File: src/hsw_pkg.sv
// Shared constants and types for the high-side switch mode and fault supervisor.
package hsw_pkg;
    typedef enum logic [1:0] {
        HSW_SLEEP    = 2'b00,
        HSW_NORMAL   = 2'b01,
        HSW_FAULT    = 2'b10,
        HSW_FAILSAFE = 2'b11
    } hsw_mode_e;

    // Pre-decoded fail-safe resistor selection.
    localparam logic [1:0] FSR_DISABLED = 2'h0;
    localparam logic [1:0] FSR_BOTH_OFF = 2'h1;
    localparam logic [1:0] FSR_OUT0_ON = 2'h2;
    localparam logic [1:0] FSR_BOTH_ON = 2'h3;

    // Configuration write selectors.
    localparam logic [1:0] SEL_OUTPUT = 2'h0;
    localparam logic [1:0] SEL_OVERCURRENT = 2'h1;
    localparam logic [1:0] SEL_CONFIG = 2'h2;

    // Field positions inside a command byte.
    localparam int TOGGLE_POS = 7;
    localparam int OC_LOW_LSB = 0;
    localparam int OC_HIGH_POS = 3;
    localparam int OC_TIME_LSB = 4;
    localparam int WD_PERIOD_LSB = 0;
    localparam int OV_OFF_POS = 2;
    localparam int UV_OFF_POS = 3;

    // Fault register bit positions.
    localparam int FLT_OVERTEMP = 0;
    localparam int FLT_OVERVOLT = 1;
    localparam int FLT_UNDERVOLT = 2;
    localparam int FLT_OVERCURRENT = 3;
    localparam int FLT_OPEN_LOAD = 4;

    // Reset values.
    localparam logic [2:0] OC_LOW_RESET = 3'h0;
    localparam logic OC_HIGH_RESET = 1'b0;
    localparam logic [1:0] OC_TIME_RESET = 2'h0;
    localparam logic [1:0] WD_PERIOD_RESET = 2'h0;
    localparam logic [7:0] FAULT_RESET = 8'h00;

    // Watchdog timing: shortest period, doubled per period-field step.
    localparam int CLK_KHZ = 50000;
    localparam int WD_UNIT_MS = 10;
    localparam int WD_UNIT_CYC = WD_UNIT_MS * CLK_KHZ;
endpackage

File: src/hsw_supervisor.sv
// Mode, watchdog, fail-safe and fault supervisor for a dual high-side switch.
// Function
// RULE1: Sleep is the state after power-up.
// RULE2: Wake and reset pins low mean sleep.
// RULE3: Sleep treats all configuration as zero; the overcurrent settings are not masked in sleep.
// RULE4: Normal needs good battery, reset high, no fault.
// RULE5: Rising wake or reset arms the watchdog.
// RULE6: Host toggles bit seven before timeout.
// RULE7: Watchdog expiry latches fail-safe mode.
// RULE8: Fail-safe outputs follow resistor selection.
// RULE9: Fail-safe entry restores overcurrent defaults.
// RULE10: Expired bit reads one during fail-safe.
// RULE11: Both pins low or grounded pin exits.
// RULE12: Grounded config pin disables watchdog, fail-safe.
// RULE13: Logic supply loss resets registers only.
// RULE14: Any fault drives fault flag low.
// RULE15: Flag self-releases except overcurrent, latched undervoltage.
// RULE16: Fault register clears as it is read.
// RULE17: Overtemperature switches on output off, repeats.
// RULE18: Overtemperature flag clears on read only.
// RULE19: Overvoltage holds output off, can be disabled.
// RULE20: Undervoltage: output off, flag low, flag set.
// RULE21: Recovery with command off releases flag.
// RULE22: Recovery with command on stays latched.
// RULE23: Undervoltage disable hides fault above 2.5 V.
// RULE24: Resistor selection arrives as two-bit code.
`timescale 1ns/1ps
module hsw_supervisor
    import hsw_pkg::*;
#(
    parameter int WD_UNIT_CYCLES = hsw_pkg::WD_UNIT_CYC
) (
    input wire logic mclk,
    input wire logic rst_n,
    input wire logic wake_pin,
    input wire logic reset_pin,
    input wire logic vdd_ok,
    input wire logic failsafe_config_pin,
    input wire logic [1:0] failsafe_resistor,
    input wire logic [1:0] direct_inputs,
    input wire logic batt_normal,
    input wire logic batt_under,
    input wire logic batt_above_min,
    input wire logic batt_over,
    input wire logic [1:0] overtemp,
    input wire logic [1:0] open_load,
    input wire logic [1:0] overcurrent,
    input wire logic cfg_wr,
    input wire logic [1:0] cfg_sel,
    input wire logic [7:0] cfg_data,
    input wire logic fault_read,
    input wire logic fault_flag_pin_in,
    output logic fault_flag_pin_out,
    output logic fault_flag_pin_oe,
    output logic output_switch_0,
    output logic output_switch_1,
    output logic [7:0] fault_reg,
    output logic watchdog_expired_bit,
    output hsw_pkg::hsw_mode_e mode,
    output logic [2:0] oc_low_level,
    output logic oc_high_level,
    output logic [1:0] oc_low_time,
    output logic fault_line_low
);
    import hsw_pkg::*;

    logic wake_s;
    logic reset_s;
    logic vdd_s;
    logic fsi_s;
    logic [1:0] fsr_s;
    logic [1:0] din_s;
    logic bnorm_s;
    logic bunder_s;
    logic bmin_s;
    logic bover_s;
    logic [1:0] ot_s;
    logic [1:0] ol_s;
    logic [1:0] oc_s;
    logic flag_s;

    hsw_sync #(.W(19)) u_sync (
        .mclk(mclk),
        .rst_n(rst_n),
        .pin({wake_pin, reset_pin, vdd_ok, failsafe_config_pin,
              failsafe_resistor, direct_inputs, batt_normal, batt_under,
              batt_above_min, batt_over, overtemp, open_load, overcurrent,
              fault_flag_pin_in}),
        .sync({wake_s, reset_s, vdd_s, fsi_s, fsr_s, din_s, bnorm_s,
               bunder_s, bmin_s, bover_s, ot_s, ol_s, oc_s, flag_s})
    );

    function automatic logic [31:0] wd_limit(input logic [1:0] period);
        wd_limit = 32'(WD_UNIT_CYCLES) << period;
    endfunction

    logic wake_q;
    logic reset_q;
    logic [1:0] out_cmd_q;
    logic [2:0] oc_low_q;
    logic oc_high_q;
    logic [1:0] oc_time_q;
    logic [1:0] wd_period_q;
    logic ov_off_q;
    logic uv_off_q;
    logic toggle_q;
    logic wd_armed_q;
    logic [31:0] wd_cnt_q;
    logic failsafe_q;
    logic [1:0] uv_latch_q;
    logic [1:0] oc_latch_q;
    logic [1:0] want_q;
    logic [1:0] drive_q;
    logic [7:0] fault_q;
    logic fault_pin_q;
    hsw_mode_e mode_q;

    // Both pins low is sleep, and sleep masks the output command, OV/UV disables and watchdog period, but not the overcurrent settings.
    wire sleep = !wake_s && !reset_s; // RULE2
    wire fsi_grounded = !fsi_s;
    wire arm_edge = (wake_s && !wake_q) || (reset_s && !reset_q); // RULE5
    wire fs_exit = (sleep && (wake_q || reset_q)) || fsi_grounded; // RULE11
    wire fs_allowed = !fsi_grounded && fsr_s != FSR_DISABLED; // RULE12 RULE24
    wire [1:0] cmd_eff = sleep ? 2'h0 : out_cmd_q; // RULE3
    wire ov_off_eff = !sleep && ov_off_q; // RULE3
    wire uv_off_eff = !sleep && uv_off_q; // RULE3
    wire [1:0] wd_period_eff = sleep ? 2'h0 : wd_period_q; // RULE3
    wire toggle_seen = cfg_wr && cfg_data[TOGGLE_POS] != toggle_q; // RULE6
    wire wd_expire = wd_armed_q && fs_allowed && !failsafe_q &&
                     wd_cnt_q >= wd_limit(wd_period_eff) - 32'h1; // RULE7
    wire fs_enter = wd_expire && !toggle_seen;

    // Fail-safe replaces every other source of the on command.
    wire [1:0] fs_cmd = (fsr_s == FSR_BOTH_ON) ? 2'h3 :
                        (fsr_s == FSR_OUT0_ON) ? 2'h1 : 2'h0; // RULE8
    wire [1:0] want = failsafe_q ? fs_cmd : (din_s | cmd_eff); // RULE8 RULE13

    // Protection terms.
    wire ov_act = bover_s && !ov_off_eff; // RULE19
    wire uv_act = bunder_s && !uv_off_eff; // RULE20 RULE23
    wire below_min = uv_off_eff && !bmin_s; // RULE23
    wire [1:0] ot_act = ot_s & want; // RULE17
    wire [1:0] uv_set = {2{uv_act}} & want; // RULE22
    wire [1:0] want_fall = want_q & ~want;
    wire [1:0] drive = want & ~ot_act & ~uv_latch_q & ~oc_latch_q &
                       ~{2{ov_act || uv_act || below_min || sleep}};

    // Open load counts only while the output is off.
    wire [1:0] ol_act = ol_s & ~drive_q;
    wire any_fault = |ot_act || |ol_act || |oc_latch_q || |oc_s ||
                     ov_act || uv_act || |uv_latch_q; // RULE14 RULE15

    wire [7:0] fault_set = {3'h0, |ol_act, |oc_s, uv_act, ov_act,
                            |ot_act}; // RULE18 RULE19 RULE20
    wire [7:0] fault_d = fault_set |
                         (fault_read ? 8'h00 : fault_q); // RULE16 RULE21

    wire wr_out = cfg_wr && cfg_sel == SEL_OUTPUT;
    wire wr_oc = cfg_wr && cfg_sel == SEL_OVERCURRENT;
    wire wr_cfg = cfg_wr && cfg_sel == SEL_CONFIG;

    hsw_mode_e mode_d;
    assign mode_d = sleep ? HSW_SLEEP :
                    failsafe_q ? HSW_FAILSAFE :
                    (bnorm_s && reset_s && !any_fault) ? HSW_NORMAL :
                    HSW_FAULT; // RULE4

    always_ff @(posedge mclk)
    begin
        if (!rst_n)
        begin
            wake_q <= 1'b0;
            reset_q <= 1'b0;
            mode_q <= HSW_SLEEP; // RULE1
            want_q <= 2'h0;
            drive_q <= 2'h0;
            fault_pin_q <= 1'b0;
        end
        else
        begin
            wake_q <= wake_s;
            reset_q <= reset_s;
            mode_q <= mode_d;
            want_q <= want;
            drive_q <= drive;
            fault_pin_q <= any_fault;
        end
    end

    // Registers lose their contents with the logic supply; the watchdog
    // and protections below keep running on the defaults.
    always_ff @(posedge mclk)
    begin
        if (!rst_n || !vdd_s) // RULE13
        begin
            out_cmd_q <= 2'h0;
            wd_period_q <= WD_PERIOD_RESET;
            ov_off_q <= 1'b0;
            uv_off_q <= 1'b0;
            toggle_q <= 1'b0;
        end
        else
        begin
            if (wr_out)
                out_cmd_q <= cfg_data[1:0];
            if (wr_cfg)
            begin
                wd_period_q <= cfg_data[WD_PERIOD_LSB +: 2];
                ov_off_q <= cfg_data[OV_OFF_POS];
                uv_off_q <= cfg_data[UV_OFF_POS];
            end
            if (cfg_wr)
                toggle_q <= cfg_data[TOGGLE_POS];
        end
    end

    // Overcurrent settings fall back to defaults on fail-safe entry.
    always_ff @(posedge mclk)
    begin
        if (!rst_n || !vdd_s || fs_enter) // RULE9 RULE13
        begin
            oc_low_q <= OC_LOW_RESET;
            oc_high_q <= OC_HIGH_RESET;
            oc_time_q <= OC_TIME_RESET;
        end
        else if (wr_oc)
        begin
            oc_low_q <= cfg_data[OC_LOW_LSB +: 3];
            oc_high_q <= cfg_data[OC_HIGH_POS];
            oc_time_q <= cfg_data[OC_TIME_LSB +: 2];
        end
    end

    // Watchdog: armed by a rising wake or reset pin, restarted by a toggle.
    always_ff @(posedge mclk)
    begin
        if (!rst_n || sleep || !fs_allowed) // RULE12
        begin
            wd_armed_q <= 1'b0;
            wd_cnt_q <= 32'h0;
        end
        else
        begin
            if (arm_edge)
                wd_armed_q <= 1'b1; // RULE5
            if (toggle_seen || !wd_armed_q || failsafe_q)
                wd_cnt_q <= 32'h0; // RULE6
            else
                wd_cnt_q <= wd_cnt_q + 32'h1;
        end
    end

    always_ff @(posedge mclk)
    begin
        if (!rst_n || fs_exit || !fs_allowed) // RULE11 RULE12
            failsafe_q <= 1'b0;
        else if (fs_enter)
            failsafe_q <= 1'b1; // RULE7
    end

    // Latches clear only when the on command drops, so a host must cycle
    // the output off and on; a fault sets a latch only while that output is commanded on.
    always_ff @(posedge mclk)
    begin
        if (!rst_n)
        begin
            uv_latch_q <= 2'h0;
            oc_latch_q <= 2'h0;
        end
        else
        begin
            uv_latch_q <= uv_set | (uv_latch_q & ~want_fall); // RULE22
            oc_latch_q <= (oc_s & want) | (oc_latch_q & ~want_fall); // RULE15
        end
    end

    always_ff @(posedge mclk)
    begin
        if (!rst_n)
            fault_q <= FAULT_RESET;
        else
            fault_q <= fault_d; // RULE16 RULE18
    end

    assign output_switch_0 = drive_q[0];
    assign output_switch_1 = drive_q[1];
    assign fault_flag_pin_out = 1'b0;
    assign fault_flag_pin_oe = !fault_pin_q; // RULE14
    assign fault_reg = fault_q;
    assign watchdog_expired_bit = failsafe_q; // RULE10
    assign mode = mode_q;
    assign oc_low_level = oc_low_q;
    assign oc_high_level = oc_high_q;
    assign oc_low_time = oc_time_q;
    assign fault_line_low = !flag_s;

    sleep_off_a: assert property (@(posedge mclk) // RULE2
        disable iff (!rst_n)
        sleep |=> drive_q == 2'h0 && mode_q == HSW_SLEEP)
        else $error("outputs on in sleep");

    expire_fs_a: assert property (@(posedge mclk) // RULE7
        disable iff (!rst_n)
        fs_enter && !fs_exit |=> failsafe_q && watchdog_expired_bit)
        else $error("watchdog expiry missed fail-safe");

    fs_drive_a: assert property (@(posedge mclk) // RULE8
        disable iff (!rst_n)
        failsafe_q && fsr_s == FSR_BOTH_OFF |=> drive_q == 2'h0)
        else $error("fail-safe both-off violated");

    oc_default_a: assert property (@(posedge mclk) // RULE9
        disable iff (!rst_n)
        fs_enter |=> oc_low_q == OC_LOW_RESET && oc_time_q == OC_TIME_RESET)
        else $error("overcurrent settings kept on fail-safe");

    gnd_disable_a: assert property (@(posedge mclk) // RULE12
        disable iff (!rst_n)
        fsi_grounded |=> !failsafe_q && wd_cnt_q == 32'h0)
        else $error("watchdog active with grounded pin");

    flag_low_a: assert property (@(posedge mclk) // RULE14 RULE19
        disable iff (!rst_n)
        $rose(ov_act) |=> !fault_flag_pin_oe ##0 fault_q[FLT_OVERVOLT])
        else $error("overvoltage not flagged");

    read_clear_a: assert property (@(posedge mclk) // RULE16
        disable iff (!rst_n)
        fault_read && fault_set == 8'h00 |=> fault_q == 8'h00)
        else $error("fault register not cleared by read");

    set_wins_a: assert property (@(posedge mclk) // RULE18
        disable iff (!rst_n)
        fault_read && ot_act != 2'h0 |=> fault_q[FLT_OVERTEMP])
        else $error("overtemperature lost on read");

    uv_latch_a: assert property (@(posedge mclk) // RULE22
        disable iff (!rst_n)
        uv_set[0] ##1 !uv_act && want[0] |-> drive[0] == 1'b0)
        else $error("undervoltage latch released early");

    uv_hide_a: assert property (@(posedge mclk) // RULE23
        disable iff (!rst_n)
        uv_off_eff && bmin_s && !ov_act && !fault_q[FLT_UNDERVOLT]
        |=> !fault_q[FLT_UNDERVOLT])
        else $error("undervoltage reported while disabled");

    uv_flag_a: assert property (@(posedge mclk) // RULE20
        disable iff (!rst_n)
        uv_act |=> fault_q[FLT_UNDERVOLT] && !fault_flag_pin_oe &&
        drive_q == 2'h0)
        else $error("undervoltage did not shut down and flag");

    ot_off_a: assert property (@(posedge mclk) // RULE17
        disable iff (!rst_n)
        ot_act[0] |=> !drive_q[0] && fault_q[FLT_OVERTEMP])
        else $error("overtemperature left output on");
endmodule

File: src/hsw_sync.sv
// Two-stage synchroniser bank for pins entering the mclk domain.
`timescale 1ns/1ps
module hsw_sync #(
    parameter int W = 1
) (
    input wire logic mclk,
    input wire logic rst_n,
    input wire logic [W-1:0] pin,
    output logic [W-1:0] sync
);
    logic [W-1:0] meta_q;
    logic [W-1:0] sync_q;

    always_ff @(posedge mclk)
    begin
        if (!rst_n)
        begin
            meta_q <= '0;
            sync_q <= '0;
        end
        else
        begin
            meta_q <= pin;
            sync_q <= meta_q;
        end
    end

    assign sync = sync_q;
endmodule

File: config.mk
export PLATFORM = sky130hd
export DESIGN_NAME = hsw_supervisor
export DESIGN_NICKNAME = d
export VERILOG_FILES = /design/src/hsw_pkg.sv /design/src/hsw_supervisor.sv /design/src/hsw_sync.sv
export SDC_FILE = /design/constraint.sdc
export NUM_CORES = 1
export LEC_CHECK = 0
export ABC_AREA = 1
export BUFFER_PORTS_ARGS = -buffer_cell sky130_fd_sc_hd__buf_2
export CORE_ASPECT_RATIO = 2
export CORE_MARGIN = 2
export CORE_UTILIZATION = 57
export DETAILED_ROUTE_END_ITERATION = 10
export PLACE_DENSITY_LB_ADDON = 0.12
export SLEW_MARGIN = 20
export SYNTH_ARGS = -nofsm -noshare
export SYNTH_HDL_FRONTEND = slang
export SYNTH_SLANG_ARGS = --single-unit
File: constraint.sdc
create_clock -name mclk -period 3.2 [get_ports mclk]
set_clock_uncertainty 0.15 [all_clocks]
set_input_delay 0.48 -clock mclk [delete_from_list [all_inputs] [get_ports mclk]]
set_output_delay 0.48 -clock mclk [all_outputs]
set_load 0.005 [all_outputs]
; Word-level counts from Yosys, hierarchy flattened
; Cells that the tools add are included.
[classes]
add_sub_neg = 2
n_mul = 0
div_mod_pow = 0
order_cmp = 1
n_eq_ne = 5
shifts = 1
muxes = 8
bitwise_logic = 23
n_reduce_logical = 67
[ops]
columns = op, n
row1 = 32-bit by 1-bit adder with 32-bit output (second input constant), 1
row2 = 32-bit >= comparator, 1
row3 = 19-bit by 2-bit << shifter with 32-bit output (first input constant), 1
row4 = 32-bit by 1-bit subtractor with 32-bit output (second input constant), 1
row5 = 2-bit AND, 11
row6 = 1-bit logical AND, 20
row7 = 1-bit logical OR, 20
row8 = 1-bit logical NOT, 18
row9 = 2-bit inverter, 7
row10 = 2-bit OR reduction, 7
row11 = 2-bit two-way mux, 6
row12 = 8-bit two-way mux, 1
row13 = 5-bit by 8-bit bitwise OR with 8-bit output, 1
row14 = 2-bit == test (second input constant), 3
row15 = 2-bit bitwise OR, 3
row16 = 2-bit by 1-bit == test with 1-bit output (second input constant), 1
row17 = 2-bit logical NOT, 1
row18 = 2-bit nonzero test, 1
row19 = 1-bit two-way mux, 1
row20 = 1-bit != test, 1
row21 = 1-bit inverter, 1
[word_totals]
regBits = 106
latch_bits = 0
ram_bits = 0
romBits = 0
inputBits = 33
output_inout_bits = 22
word_cells = 129
n_memories = 0

; Logic depth before layout (Yosys ltp)
; Gate-level depths: netlist of run 1.
[depth]
ltp_word = 17
ltp_mapped = 19
mapped_depth_nobuf = 19

; Hierarchy
; Synthesis of run 1 repeated with hierarchy kept, for this count alone.
[unflattened]
cells_unflattened = 637
area_unflattened_um2 = 4758.3
[by_module_without_submodules]
columns = mod, n_inst, cells_per_inst, area_each_um2, seq_area_each_um2
row1 = hsw_supervisor, 1, 519, 3677.3, 1301.2
row2 = hsw_sync, 1, 118, 1081.0, 760.7

; Worst setup path before layout of run 1
; No wires, ideal clock.
[synth_path]
path_kind = reg-to-reg
startpoint = register u_sync.sync_q[17] (netlist: u_sync.sync[17])
endpoint = register oc_high_q (netlist: oc_high_level)
setup_ps = 65
t_arrival_ps = 2240
t_required_ps = 2985
slack_ps = 744
stages_incl_launch_ff = 20
cell_sequence = dfxtp_1 -> inv_2 -> nand2_4 -> inv_1 -> nor2_1 -> inv_1 -> ha_1 -> inv_1 -> nand3_1 -> nor2_1 -> ha_1 -> nand2_1 -> a21oi_1 -> o21ai_0 -> nand2_1 -> nor2_1 -> nand2_1 -> nand2_1 -> nand2_1 -> nor2_1
[synth_via]
elab_chain_len = 9
[synth_lines]
columns = element, line
row1 = from (decl), hsw_sync.sv:12  ; logic [W-1:0] sync_q;
row2 = from (signal assigned), hsw_sync.sv:24  ; sync_q <= meta_q;
row3 = 1-bit logical NOT, hsw_supervisor.sv:119  ; wire sleep = !wake_s && !reset_s;
row4 = 1-bit logical AND, hsw_supervisor.sv:119
row5 = 2-bit two-way mux, hsw_supervisor.sv:127  ; wire [1:0] wd_period_eff = sleep ? 2'h0 : wd_period_q;
row6 = 19-bit by 2-bit << shifter with 32-bit output, hsw_supervisor.sv:94  ; wd_limit = 32'(WD_UNIT_CYCLES) << period;
row7 = 32-bit by 1-bit subtractor with 32-bit output, hsw_supervisor.sv:130  ; wd_cnt_q >= wd_limit(wd_period_eff) - 32'h1;
row8 = 32-bit >= comparator, hsw_supervisor.sv:130
row9 = 1-bit logical AND, hsw_supervisor.sv:129  ; wire wd_expire = wd_armed_q && fs_allowed && !failsafe_q &&
row10 = 1-bit logical AND, hsw_supervisor.sv:131  ; wire fs_enter = wd_expire && !toggle_seen;
row11 = 1-bit logical OR, hsw_supervisor.sv:220  ; if (!rst_n || !vdd_s || fs_enter)
row12 = to (signal assigned), hsw_supervisor.sv:229  ; oc_high_q <= cfg_data[OC_HIGH_POS];
row13 = to (decl), hsw_supervisor.sv:101  ; logic oc_high_q;
; Every way passes these cells.
; A chain may end at the register's enable or synchronous reset.

; Worst setup path in the final report of run 1
; Same ends and word-level chain as after synthesis.

==> results of run 1 <==
-- per-layer routing --
metal | vias to the layer above | wire length [microns]
li1 | 2107 | -
met1 | 1814 | 3640
met2 | 98 | 6010
met3 | 45 | 348
met4 | 0 | 694
met5 | - | 0
-- path summary, 6_finish.rpt --
| check | startpoint | to | depth (start not counted) | slack, ns |
|---|---|---|---|---|
| setup reg to reg | u_sync.sync[17]$_SDFF_PN0_ | oc_high_level$_SDFFE_PP0P_ | 19 | 0.36 |
| hold / removal | open_load[1] | u_sync.meta_q[4]$_SDFF_PN0_ | 3 | 0.16 |
| setup / recovery | u_sync.sync[17]$_SDFF_PN0_ | oc_high_level$_SDFFE_PP0P_ | 19 | 0.36 |
| hold reg to reg | u_sync.meta_q[13]$_SDFF_PN0_ | u_sync.sync[13]$_SDFF_PN0_ | 2 | 0.26 |
-- cell families (layout without fill, tap and decap cells) --
family / Yosys count / count (layout) / synth area share, %
AO/OA/AOI/OAI: 60 / 60 / 7.69
XOR/XNOR: 4 / 4 / 0.733
adder cells (fa/ha/maj): 26 / 26 / 6.80
buffers and inverters: 121 / 177 / 10.2
flip-flops: 103 / 103 / 43.1
multiplexers: 6 / 6 / 1.26
other: 2 / 5 / 0.157
AND/OR/NAND/NOR: 323 / 323 / 30.1
-- stage by stage --
| stage | std cells | power [W] |
|---|---|---|
| after floorplan | 648 | 0.00141 |
| after global placement | 787 | 0.00145 |
| after detailed placement | 787 | 0.00145 |
| after CTS | 802 | 0.00256 |
| after global routing | 802 | 0.00262 |
| final | 802 | 0.00254 |
-- area by class of cell --
class                   instances  share of cell area (%)
multi-input cells             424                    41.5
flip-flops and latches        103                    38.1
repair buffers                 52                    4.95
clock buffers                   9                    4.16
well taps                      98                    2.27
inverters                     110                    7.63
clock inverters                 6                    1.43
-- power breakdown --
part	internal (W)	leakage [nW]	switching [W]	total, W
registers	0.00131	0.839	0.0000101	0.00132
clock network	0.000617	0.146	0.000500	0.00112
logic	0.0000408	1.57	0.0000598	0.000101
-- critical path, delay by kind of cell (launching register included) --
kind	cells	cell delay (ns)
AO/OA/AOI/OAI	2	0.23
buffers and inverters	4	0.44
AND/OR/NAND/NOR	11	1.14
flip-flops	1	0.36
adder cells (fa/ha/maj)	2	0.46
-- cells in the mapped netlist, types with 2 or more instances --
cell      instances
nor3_2            2
nand2_4           2
conb_1            2
buf_6             2
nor2_2            9
xor2_1            2
nor2_4            3
xnor2_1           2
ha_1             26
nor2_1           76
o22ai_1           2
inv_2             8
dfxtp_1         103
o21ai_0          14
nor3b_1           3
nor3_1           20
o21ai_1           2
nand3_1          21
and3_1            6
a21oi_2          14
buf_4             5
nand2_2           3
clkbuf_1          4
or2_2             2
or2_1             2
nand4_1           9
nand2_1         160
inv_1           101
a21oi_1          23
a21o_1            2
mux2i_1           6
==> results.yml, run 1 <==
outcome:
  status: "finished, final reports clean"
grt:
  use_met3_pct: 5.74
  grt_use_met2_pct: 45.7
  grt_first_pass_wirelength_microns: 17300
  grt_pass1_vias: 3980
  antenna_found_initial: 0
  globalRouteMet1Util_pct: 23.4
  overflow: 0
  grt_use_total_pct: 25.4
  top_usage_layer: "met2"
  grt_max_degree: 46
cells_and_area:
  final_area_sq_um: 5410
  final_common_cell: "nand2_1"
  largest-register: "wd_cnt_q"
  multi_input_comb_area_sq_um: 2240
  nNetsFinal: 759
  drive_above_1_share_pct: 15.9
  largest_reg_flops: 32
  diodes: 0
  area_growth_pct: 13.2
  fin_util_pct: 65.7
  register_area_sq_um: 2060
  layout_common_cells: "nand2_1 (160), dfxtp_1 (103), inv_1 (101)"
  fillCellCount: 762
synthesis:
  ys_seq_area_share_pct: 43.1
  syn_inst: 645
  syn_area_sq_um: 4780
  yosysTopAreaCellShare_pct: 43.1
  synth-edff-count: 0
  async_reset_ff_share_pct: 0
  synth_top_area_cell: "dfxtp_1"
  synth_warnings: 0
  synth.avg_cell_area_sq_um: 7.42
  yosys-top-cells-area: "dfxtp_1 (43%), nand2_1 (13%), inv_1 (7.9%), ha_1 (6.8%), nor2_1 (6.0%)"
  synthDistinctLibCells: 40
  yosys_register_bits: 103
  synthFlopType: "dfxtp_1"
clock_network:
  insertion_delay_ns: 0.34
  clockBufferDepth: 2
  h-tree-depth: 3
  postCtsSetupBuffers: 0
  cts_hold_buf: 0
  cts_buffers: 9
  cts_tree: "built"
  clkTransAtPathRegs_ns: 0.07
  cts_resized: 0
  numClockSinks: 103
  ctsRootBufferMaster: "clkbuf_16"
timing:
  hold_ws_ns: 0.160
  finalHoldViolations: 0
  rsz0062_at_grt: "no"
  max_freq_mhz: 352
  maxSlewHeadroom_pct: 55.5
  tns_ns: 0
  worst_slack_ns: 0.361
  setup_viol: 0
  finalMaxSlewViolations: 0
  finalCritPeriodShare_pct: 88.7
  tightest_slew_ns: 0.666
  min_period_ns: 2.84
critical_path:
  cp.required_ns: 3.33
  path_cells: "inv_2 > nand2_4 > inv_1 > nor2_1 > inv_1 > ha_1 > inv_1 > nand3_1 > nor2_1 > ha_1 > nand2_1 > a21oi_1 > o21ai_0 > nand2_1 > nor2_1 > nand2_1 > nand2_1 > nand2_1 > nor2_1"
  crit_path_max_incr_delay_ns: 0.36
  critPathKind: "reg -> reg"
  cp_common_cell: "nand2_1"
  worst_setup_path_end_kind: "flop"
  crit_fanout: 6
  worstSetupStartpointType: "flop"
  worst_ep_arrival_time_ns: 2.97
  crit_slowest_cell: "dfxtp_1"
floorplanning:
  core_area_sq_um: 8230
  start_util_pct: 58.1
  die_height_microns: 134
  ioPinCount: 55
  fp-row-count: 47
  die_w_microns: 68.8
  die-area_sq_um: 9180
drt:
  via_count: 4064
  via_per_inst: 5.07
  drc: 0
  first_pass_iters: 5
  routed_wirelength_microns: 10700
  ant_nets: 0
  wire_per_inst_microns: 13.3
  drt-initial-drc-count: 261
placed_design:
  placed_area_sq_um: 5110
  hpwl_microns: 8460
  dp_slack_ns: 0.374
  place_congestion: 0.877
  portBuffers: 49
power:
  pwr_density_cell_nw_per_um2: 469
  power.leakage_nw: 2.55
  ir_worst_vdd_uv: 379
min_path:
  hp-class: "in -> reg"
flow_run:
  drv_cap: 0
(Power assumes the default switching activity.)
==> run 2, diff against run 1 <==
--- a/config.mk
+++ b/config.mk
@@ -5,13 +5,13 @@
 export SDC_FILE = /design/constraint.sdc
 export NUM_CORES = 1
 export LEC_CHECK = 0
-export ABC_AREA = 1
 export BUFFER_PORTS_ARGS = -buffer_cell sky130_fd_sc_hd__buf_2
 export CORE_ASPECT_RATIO = 2
 export CORE_MARGIN = 2
 export CORE_UTILIZATION = 57
 export DETAILED_ROUTE_END_ITERATION = 10
 export PLACE_DENSITY_LB_ADDON = 0.12
+export REMOVE_ABC_BUFFERS = 1
 export SLEW_MARGIN = 20
 export SYNTH_ARGS = -nofsm -noshare
 export SYNTH_HDL_FRONTEND = slang
==> results.yml, run 2 <==
flow_run:
  drv_cap: 0
synthesis:
  synth-edff-count: 0
  yosys_register_bits: 103
  synth_warnings: 0
  synth_top_area_cell: "dfxtp_1"
  yosys-top-cells-area: "dfxtp_1 (48%), ha_1 (7.6%), and2_1 (6.3%), xor2_1 (4.9%), nor2_1 (4.6%)"
  synthDistinctLibCells: 52
  yosys-top-cells-count: "dfxtp_1 (103), nor2_1 (52), and2_1 (43)"
  synth_most_common_cell: "dfxtp_1"
  async_reset_ff_share_pct: 0
  synthFlopType: "dfxtp_1"
  yosysTopAreaCellShare_pct: 48.2
  syn_inst: 435
  syn_area_sq_um: 4280
  ys_seq_area_share_pct: 48.2
  synth.avg_cell_area_sq_um: 9.84
cells_and_area:
  area_growth_pct: 16.2
  final_common_cell: "dfxtp_1"
  largest-register: "wd_cnt_q"
  largest_reg_flops: 32
  layout_common_cells: "dfxtp_1 (103), nor2_1 (52), buf_2 (49)"
  diodes: 0
  drive_above_1_share_pct: 17.4
  nNetsFinal: 549
power:
  switching_share_pct: 19.7
  seq_power_share_pct: 51.9
  p_comb_share_pct: 3.7
  p_int_w: 0.00204
  power_switching_w: 0.000501
  ir_worst_vdd_uv: 384
  power.share.clock_pct: 44.4
  power.leakage_nw: 2.12
  power_w: 0.00254
  pwr_density_cell_nw_per_um2: 512
critical_path:
  path_cells: "or2_1 > nand2_1 > inv_1 > ha_1 > inv_1 > ha_1 > a2111oi_1 > o2111ai_2 > nor4_4 > o21ai_1 > nor3b_1"
  critPathKind: "reg -> reg"
  crit_path_max_incr_delay_ns: 0.47
  worst_setup_path_end_kind: "flop"
  worstSetupStartpointType: "flop"
  crit_fanout: 5
  crit_slowest_cell: "a2111oi_1"
  worst_ep_arrival_time_ns: 3.14
  cp.required_ns: 3.28
timing:
  finalCritPeriodShare_pct: 95.7
  max_freq_mhz: 327
  finalHoldViolations: 0
  min_period_ns: 3.06
  setup_viol: 0
  maxSlewHeadroom_pct: 58.6
  tightest_slew_ns: 0.616
  finalMaxSlewViolations: 0
  hold_ws_ns: 0.196
drt:
  wire_per_inst_microns: 14.1
  routed_wirelength_microns: 8250
  via_count: 3107
  drc: 0
  via_per_inst: 5.30
  first_pass_iters: 4
  drt-initial-drc-count: 146
  ant_nets: 0
clock_network:
  clkTransAtPathRegs_ns: 0.06
  cts_hold_buf: 0
  numClockSinks: 103
  cts_buffers: 9
  clockBufferDepth: 2
  insertion_delay_ns: 0.34
  h-tree-depth: 3
  ctsRootBufferMaster: "clkbuf_16"
  cts_tree: "built"
floorplanning:
  ioPinCount: 55
  die-area_sq_um: 8260
  fp-row-count: 44
  die_height_microns: 127
  start_util_pct: 58.9
  die_w_microns: 65.3
  core_area_sq_um: 7270
grt:
  grt_use_total_pct: 21.5
  grt_first_pass_wirelength_microns: 13800
  overflow: 0
  grt_max_degree: 39
  antenna_found_initial: 0
  grt_pass1_vias: 3173
placed_design:
  hpwl_microns: 6260
  place_congestion: 0.896
  portBuffers: 49
outcome:
  status: "finished, final reports clean"
min_path:
  hp-class: "in -> reg"
==> run 2: repair_timing <==
| action | 4_1_cts | 5_1_grt |
|---|---|---|
| setup buffers | 0 | 0 |
| hold endpoints to repair | 0 | 0 |
| endpoints found under the setup margin | 6 | 7 |
| gates resized for setup | 1 | 10 |
| pin swaps | 0 | 2 |
==> run 2: layer usage <==
layer / part of all wire [%] / routed length (microns) / track usage (%) / vias to the layer above
met4: 5.1 / 422 / 12.9 / 0
met1: 36 / 3010 / 20.3 / 1463
met5: 0 / 0 / 0 / -
met2: 55 / 4580 / 40.4 / 49
met3: 2.9 / 239 / 4.70 / 26
li1: - / - / - / 1569
==> run 2: final timing paths <==
kind | start | end | slack [ns] | cells after the start
min | batt_over | u_sync.meta_q[7]$_SDFF_PN0_ | 0.20 | 2
min reg2reg | u_sync.meta_q[18]$_SDFF_PN0_ | u_sync.sync[18]$_SDFF_PN0_ | 0.28 | 1
max | u_sync.sync[17]$_SDFF_PN0_ | watchdog_expired_bit$_SDFFE_PP0P_ | 0.14 | 11
max reg2reg | u_sync.sync[17]$_SDFF_PN0_ | watchdog_expired_bit$_SDFFE_PP0P_ | 0.14 | 11
==> run 2: layout make-up <==
cell class / instances / area, sq um
Clock buffer: 12 / 236
Clock inverter: 3 / 68.8
Fill cell: 637 / 2290
Inverter: 18 / 67.6
Multi-Input combinational cell: 303 / 2130
Sequential cell: 103 / 2060
Tap cell: 92 / 115
Timing Repair Buffer: 55 / 290
==> run 2: metrics by stage <==
| stage | utilization, % | setup WS [ns] | std cells | setup TNS [ns] | area [sq um] |
|---|---|---|---|---|---|
| 2_1_floorplan | - | 0.375 | 424 | 0 | 4220 |
| 5_1_grt | 68.4 | -0.0557 | 586 | -0.197 | 4970 |
| 3_3_place_gp | 63.7 | 0.110 | 571 | 0 | 4630 |
| 6_report | 68.4 | 0.138 | 586 | 0 | 4970 |
| 4_1_cts | 67.9 | 0.00767 | 586 | 0 | 4930 |
| 3_5_place_dp | 63.7 | -0.0223 | 571 | -0.0770 | 4630 |
==> run 2: kinds of logic (layout without fill, tap and decap cells) <==
| family | after synthesis | after routing | synth area share [%] |
|---|---|---|---|
| AO/OA/AOI/OAI | 41 | 41 | 6.70 |
| XOR/XNOR | 31 | 31 | 6.35 |
| adder cells (fa/ha/maj) | 26 | 26 | 7.60 |
| buffers and inverters | 32 | 88 | 3.22 |
| flip-flops | 103 | 103 | 48.2 |
| multiplexers | 13 | 13 | 3.04 |
| other | 2 | 5 | 0.176 |
| AND/OR/NAND/NOR | 187 | 187 | 24.7 |
==> run 2: power by group through the flow <==
stage	clock network [W]	logic, W	registers (W)
2_1_floorplan	0	0.0000469	0.00135
5_1_grt	0.00121	0.000106	0.00132
4_1_cts	0.00115	0.0000965	0.00132
3_3_place_gp	0	0.0000933	0.00135
6_report	0.00113	0.0000947	0.00132
3_5_place_dp	0	0.0000959	0.00135
==> run 2: critical path: cells and delay by family (launching register included) <==
family	cells	cell delay [ns]
adder cells (fa/ha/maj)	2	0.50
buffers and inverters	2	0.25
AND/OR/NAND/NOR	4	0.87
flip-flops	1	0.33
AO/OA/AOI/OAI	3	0.84
==> run 3, diff against run 2 <==
--- a/config.mk
+++ b/config.mk
@@ -10,9 +10,11 @@
 export CORE_MARGIN = 2
 export CORE_UTILIZATION = 57
 export DETAILED_ROUTE_END_ITERATION = 10
+export GPL_TIMING_DRIVEN = 0
 export PLACE_DENSITY_LB_ADDON = 0.12
 export REMOVE_ABC_BUFFERS = 1
 export SLEW_MARGIN = 20
 export SYNTH_ARGS = -nofsm -noshare
 export SYNTH_HDL_FRONTEND = slang
+export SYNTH_HIERARCHICAL = 1
 export SYNTH_SLANG_ARGS = --single-unit
==> results.yml, run 3 <==
outcome:
  status: "finished, final reports clean"
grt:
  grt_pass1_vias: 3299
  grt_use_total_pct: 22.0
  antenna_found_initial: 0
  grt_first_pass_wirelength_microns: 14400
  grt_max_degree: 57
  overflow: 0
timing:
  rsz0062_at_grt: "no"
  finalCritPeriodShare_pct: 92.7
  maxSlewHeadroom_pct: 51.2
  min_period_ns: 2.97
  finalMaxSlewViolations: 0
  tightest_slew_ns: 0.731
  hold_ws_ns: 0.179
  tns_ns: 0
  setup_viol: 0
  finalHoldViolations: 0
  max_freq_mhz: 337
cells_and_area:
  final_common_cell: "dfxtp_1"
  largest-register: "wd_cnt_q"
  layout_common_cells: "dfxtp_1 (101), buf_2 (49), nor2_1 (45)"
  fin_cells: 605
  largest_reg_flops: 32
  multi_input_comb_area_sq_um: 2200
  fillCellCount: 675
  nNetsFinal: 565
  fin_util_pct: 65.9
  register_area_sq_um: 2060
  area_growth_pct: 12.5
  diodes: 0
  drive_above_1_share_pct: 16.8
floorplanning:
  die_w_microns: 66.5
  fp-row-count: 45
  die-area_sq_um: 8580
  start_util_pct: 58.6
  die_height_microns: 129
  ioPinCount: 55
  core_area_sq_um: 7600
synthesis:
  synth_xor_area_share_pct: 5.90
  yosys_register_bits: 103
  yosys-top-cells-count: "dfxtp_1 (103), nor2_1 (45), and2_1 (41)"
  yosys-top-cells-area: "dfxtp_1 (46%), ha_1 (7.3%), and2_1 (5.8%), nor2_1 (3.8%), xnor2_1 (3.7%)"
  syn_area_sq_um: 4450
  synth_top_family_by_area: "simple AND/OR/NAND/NOR gates"
  synth_warnings: 6
  synth-compound-area-share_pct: 7.20
  synthFlopType: "dfxtp_1"
  synth-edff-count: 0
  synthMuxAreaShare_pct: 2.92
  synthDistinctLibCells: 53
  synth.avg_cell_area_sq_um: 9.70
  synth_most_common_cell: "dfxtp_1"
  async_reset_ff_share_pct: 0
  synth-simple-area-share_pct: 25.2
  synth_top_area_cell: "dfxtp_1"
  yosysTopAreaCellShare_pct: 46.3
  synth_adder_area_share_pct: 7.31
  ys_seq_area_share_pct: 46.3
  syn_inst: 459
critical_path:
  cp.required_ns: 3.27
  crit_buf_inv: 2
  worst_setup_path_end_kind: "flop"
  regToRegSetupSlack_ns: 0.23
  rr_worst_depth: 11
  r2r-end: "oc_low_level[0]$_SDFFE_PP0P_"
  critPathKind: "reg -> reg"
  cpLargestDelayFamily: "simple AND/OR/NAND/NOR gates"
  worst_ep_arrival_time_ns: 3.04
  crit_path_max_incr_delay_ns: 0.46
  cp-startpoint: "u_sync/sync[18]$_SDFF_PN0_"
  crit_fanout: 9
  path_cells: "nor2_1 > nor2b_2 > inv_1 > ha_1 > inv_1 > ha_1 > nand4_1 > nor3_1 > a2111oi_2 > a211oi_2 > nor3_1"
  worst-path-stages: 11
  rr_startpoint: "u_sync/sync[18]$_SDFF_PN0_"
  crit_slowest_cell: "a211oi_2"
  worstSetupStartpointType: "flop"
  critical_path.endpoint: "oc_low_level[0]$_SDFFE_PP0P_"
power:
  seq_power_share_pct: 54.1
  power_switching_w: 0.000545
  switching_share_pct: 22.3
  power.leakage_nw: 2.01
  power.share.clock_pct: 42.2
  ir_worst_vdd_uv: 372
  power_w: 0.00244
  p_comb_share_pct: 3.6
  p_int_w: 0.00190
  pwr_density_cell_nw_per_um2: 488
drt:
  drt-initial-drc-count: 124
  via_count: 3278
  ant_nets: 0
  via_per_inst: 5.42
  drc: 0
  routed_wirelength_microns: 8530
  first_pass_iters: 6
  wire_per_inst_microns: 14.1
placed_design:
  portBuffers: 49
  place_inst: 589
  hpwl_microns: 6440
  place_congestion: 0.805
min_path:
  hp-class: "in -> reg"
clock_network:
  cts_buffers: 9
  postCtsSetupBuffers: 0
  clockBufferDepth: 2
  insertion_delay_ns: 0.35
  h-tree-depth: 3
  cts_hold_buf: 0
  numClockSinks: 103
  cts_tree: "built"
  clkTransAtPathRegs_ns: 0.07
  ctsRootBufferMaster: "clkbuf_16"
flow_run:
  drv_cap: 0
==> run 3: cell count changes after synthesis, sizes merged, moves of 6 or more <==
cell   delta
nor3      +8
nor2      -6
xnor2    +12
inv       +9
xor2     -13
==> run 3: logic make-up (layout without fill, tap and decap cells) <==
group	count (synthesis)	after routing
AO/OA/AOI/OAI	48	48
XOR/XNOR	30	30
adder cells (fa/ha/maj)	26	26
buffers and inverters	43	92
flip-flops	103	103
multiplexers	13	13
other	2	5
AND/OR/NAND/NOR	194	194
==> run 3: worst min-delay path by stage <==
stage,from,end,slack (ns),cells past startpoint
after floorplan,u_sync/sync[6]$_SDFF_PN0_,drive_q[1]$_SDFF_PN0_,0.25,1
after global placement,u_sync/meta_q[0]$_SDFF_PN0_,u_sync/sync[0]$_SDFF_PN0_,0.26,1
after detailed placement,u_sync/meta_q[14]$_SDFF_PN0_,u_sync/sync[14]$_SDFF_PN0_,0.27,1
after CTS,reset_pin,u_sync/meta_q[17]$_SDFF_PN0_,0.17,2
after global routing,failsafe_resistor[0],u_sync/meta_q[13]$_SDFF_PN0_,0.18,2
final,reset_pin,u_sync/meta_q[17]$_SDFF_PN0_,0.18,2
==> run 3: metrics by stage <==
step	area, sq um	setup WS [ns]
after global placement	4700	-0.426
after detailed placement	4710	-0.491
after floorplan	4340	0.305
after global routing	5010	0.0208
after CTS	5000	0.00938
final	5010	0.233
==> run 3: layout make-up <==
cell class,count,share of cell area [%]
Timing Repair Buffer,49,4.90
Sequential cell,103,41.2
Tap cell,94,2.35
Inverter,27,2.02
Multi-Input combinational cell,316,43.9
Clock inverter,6,1.07
Clock buffer,10,4.57
==> run 3: what timing repair did <==
| action | CTS | global route |
|---|---|---|
| endpoints found under the hold margin | 0 | 0 |
| pin swaps | 0 | 1 |
| setup endpoints to repair | 7 | 7 |
| resized for setup | 4 | 4 |
==> run 3: worst register-to-register path: cells and delay by family (launching register included) <==
family / cells / cell delay, ns
simple gates: 5 / 0.90
compound gates: 2 / 0.62
fa+ha+maj: 2 / 0.53
flops: 1 / 0.37
buf+inv: 2 / 0.27
==> run 3: routing by layer <==
layer	global-route usage [%]	up-vias	part of all wire, %
met5	0	-	0
met4	12.1	0	3.9
met3	3.50	26	2.4
met2	42.5	47	58
met1	20.8	1569	36
li1	-	1636	-
==> run 3: power groups by stage <==
| stage | clock network [W] | registers (W) | logic (W) |
|---|---|---|---|
| floorplan | 0 | 0.00135 | 0.0000465 |
| global placement | 0 | 0.00135 | 0.0000867 |
| detailed placement | 0 | 0.00135 | 0.0000897 |
| CTS | 0.00105 | 0.00132 | 0.0000902 |
| global route | 0.00110 | 0.00132 | 0.000100 |
| finish | 0.00103 | 0.00132 | 0.0000889 |
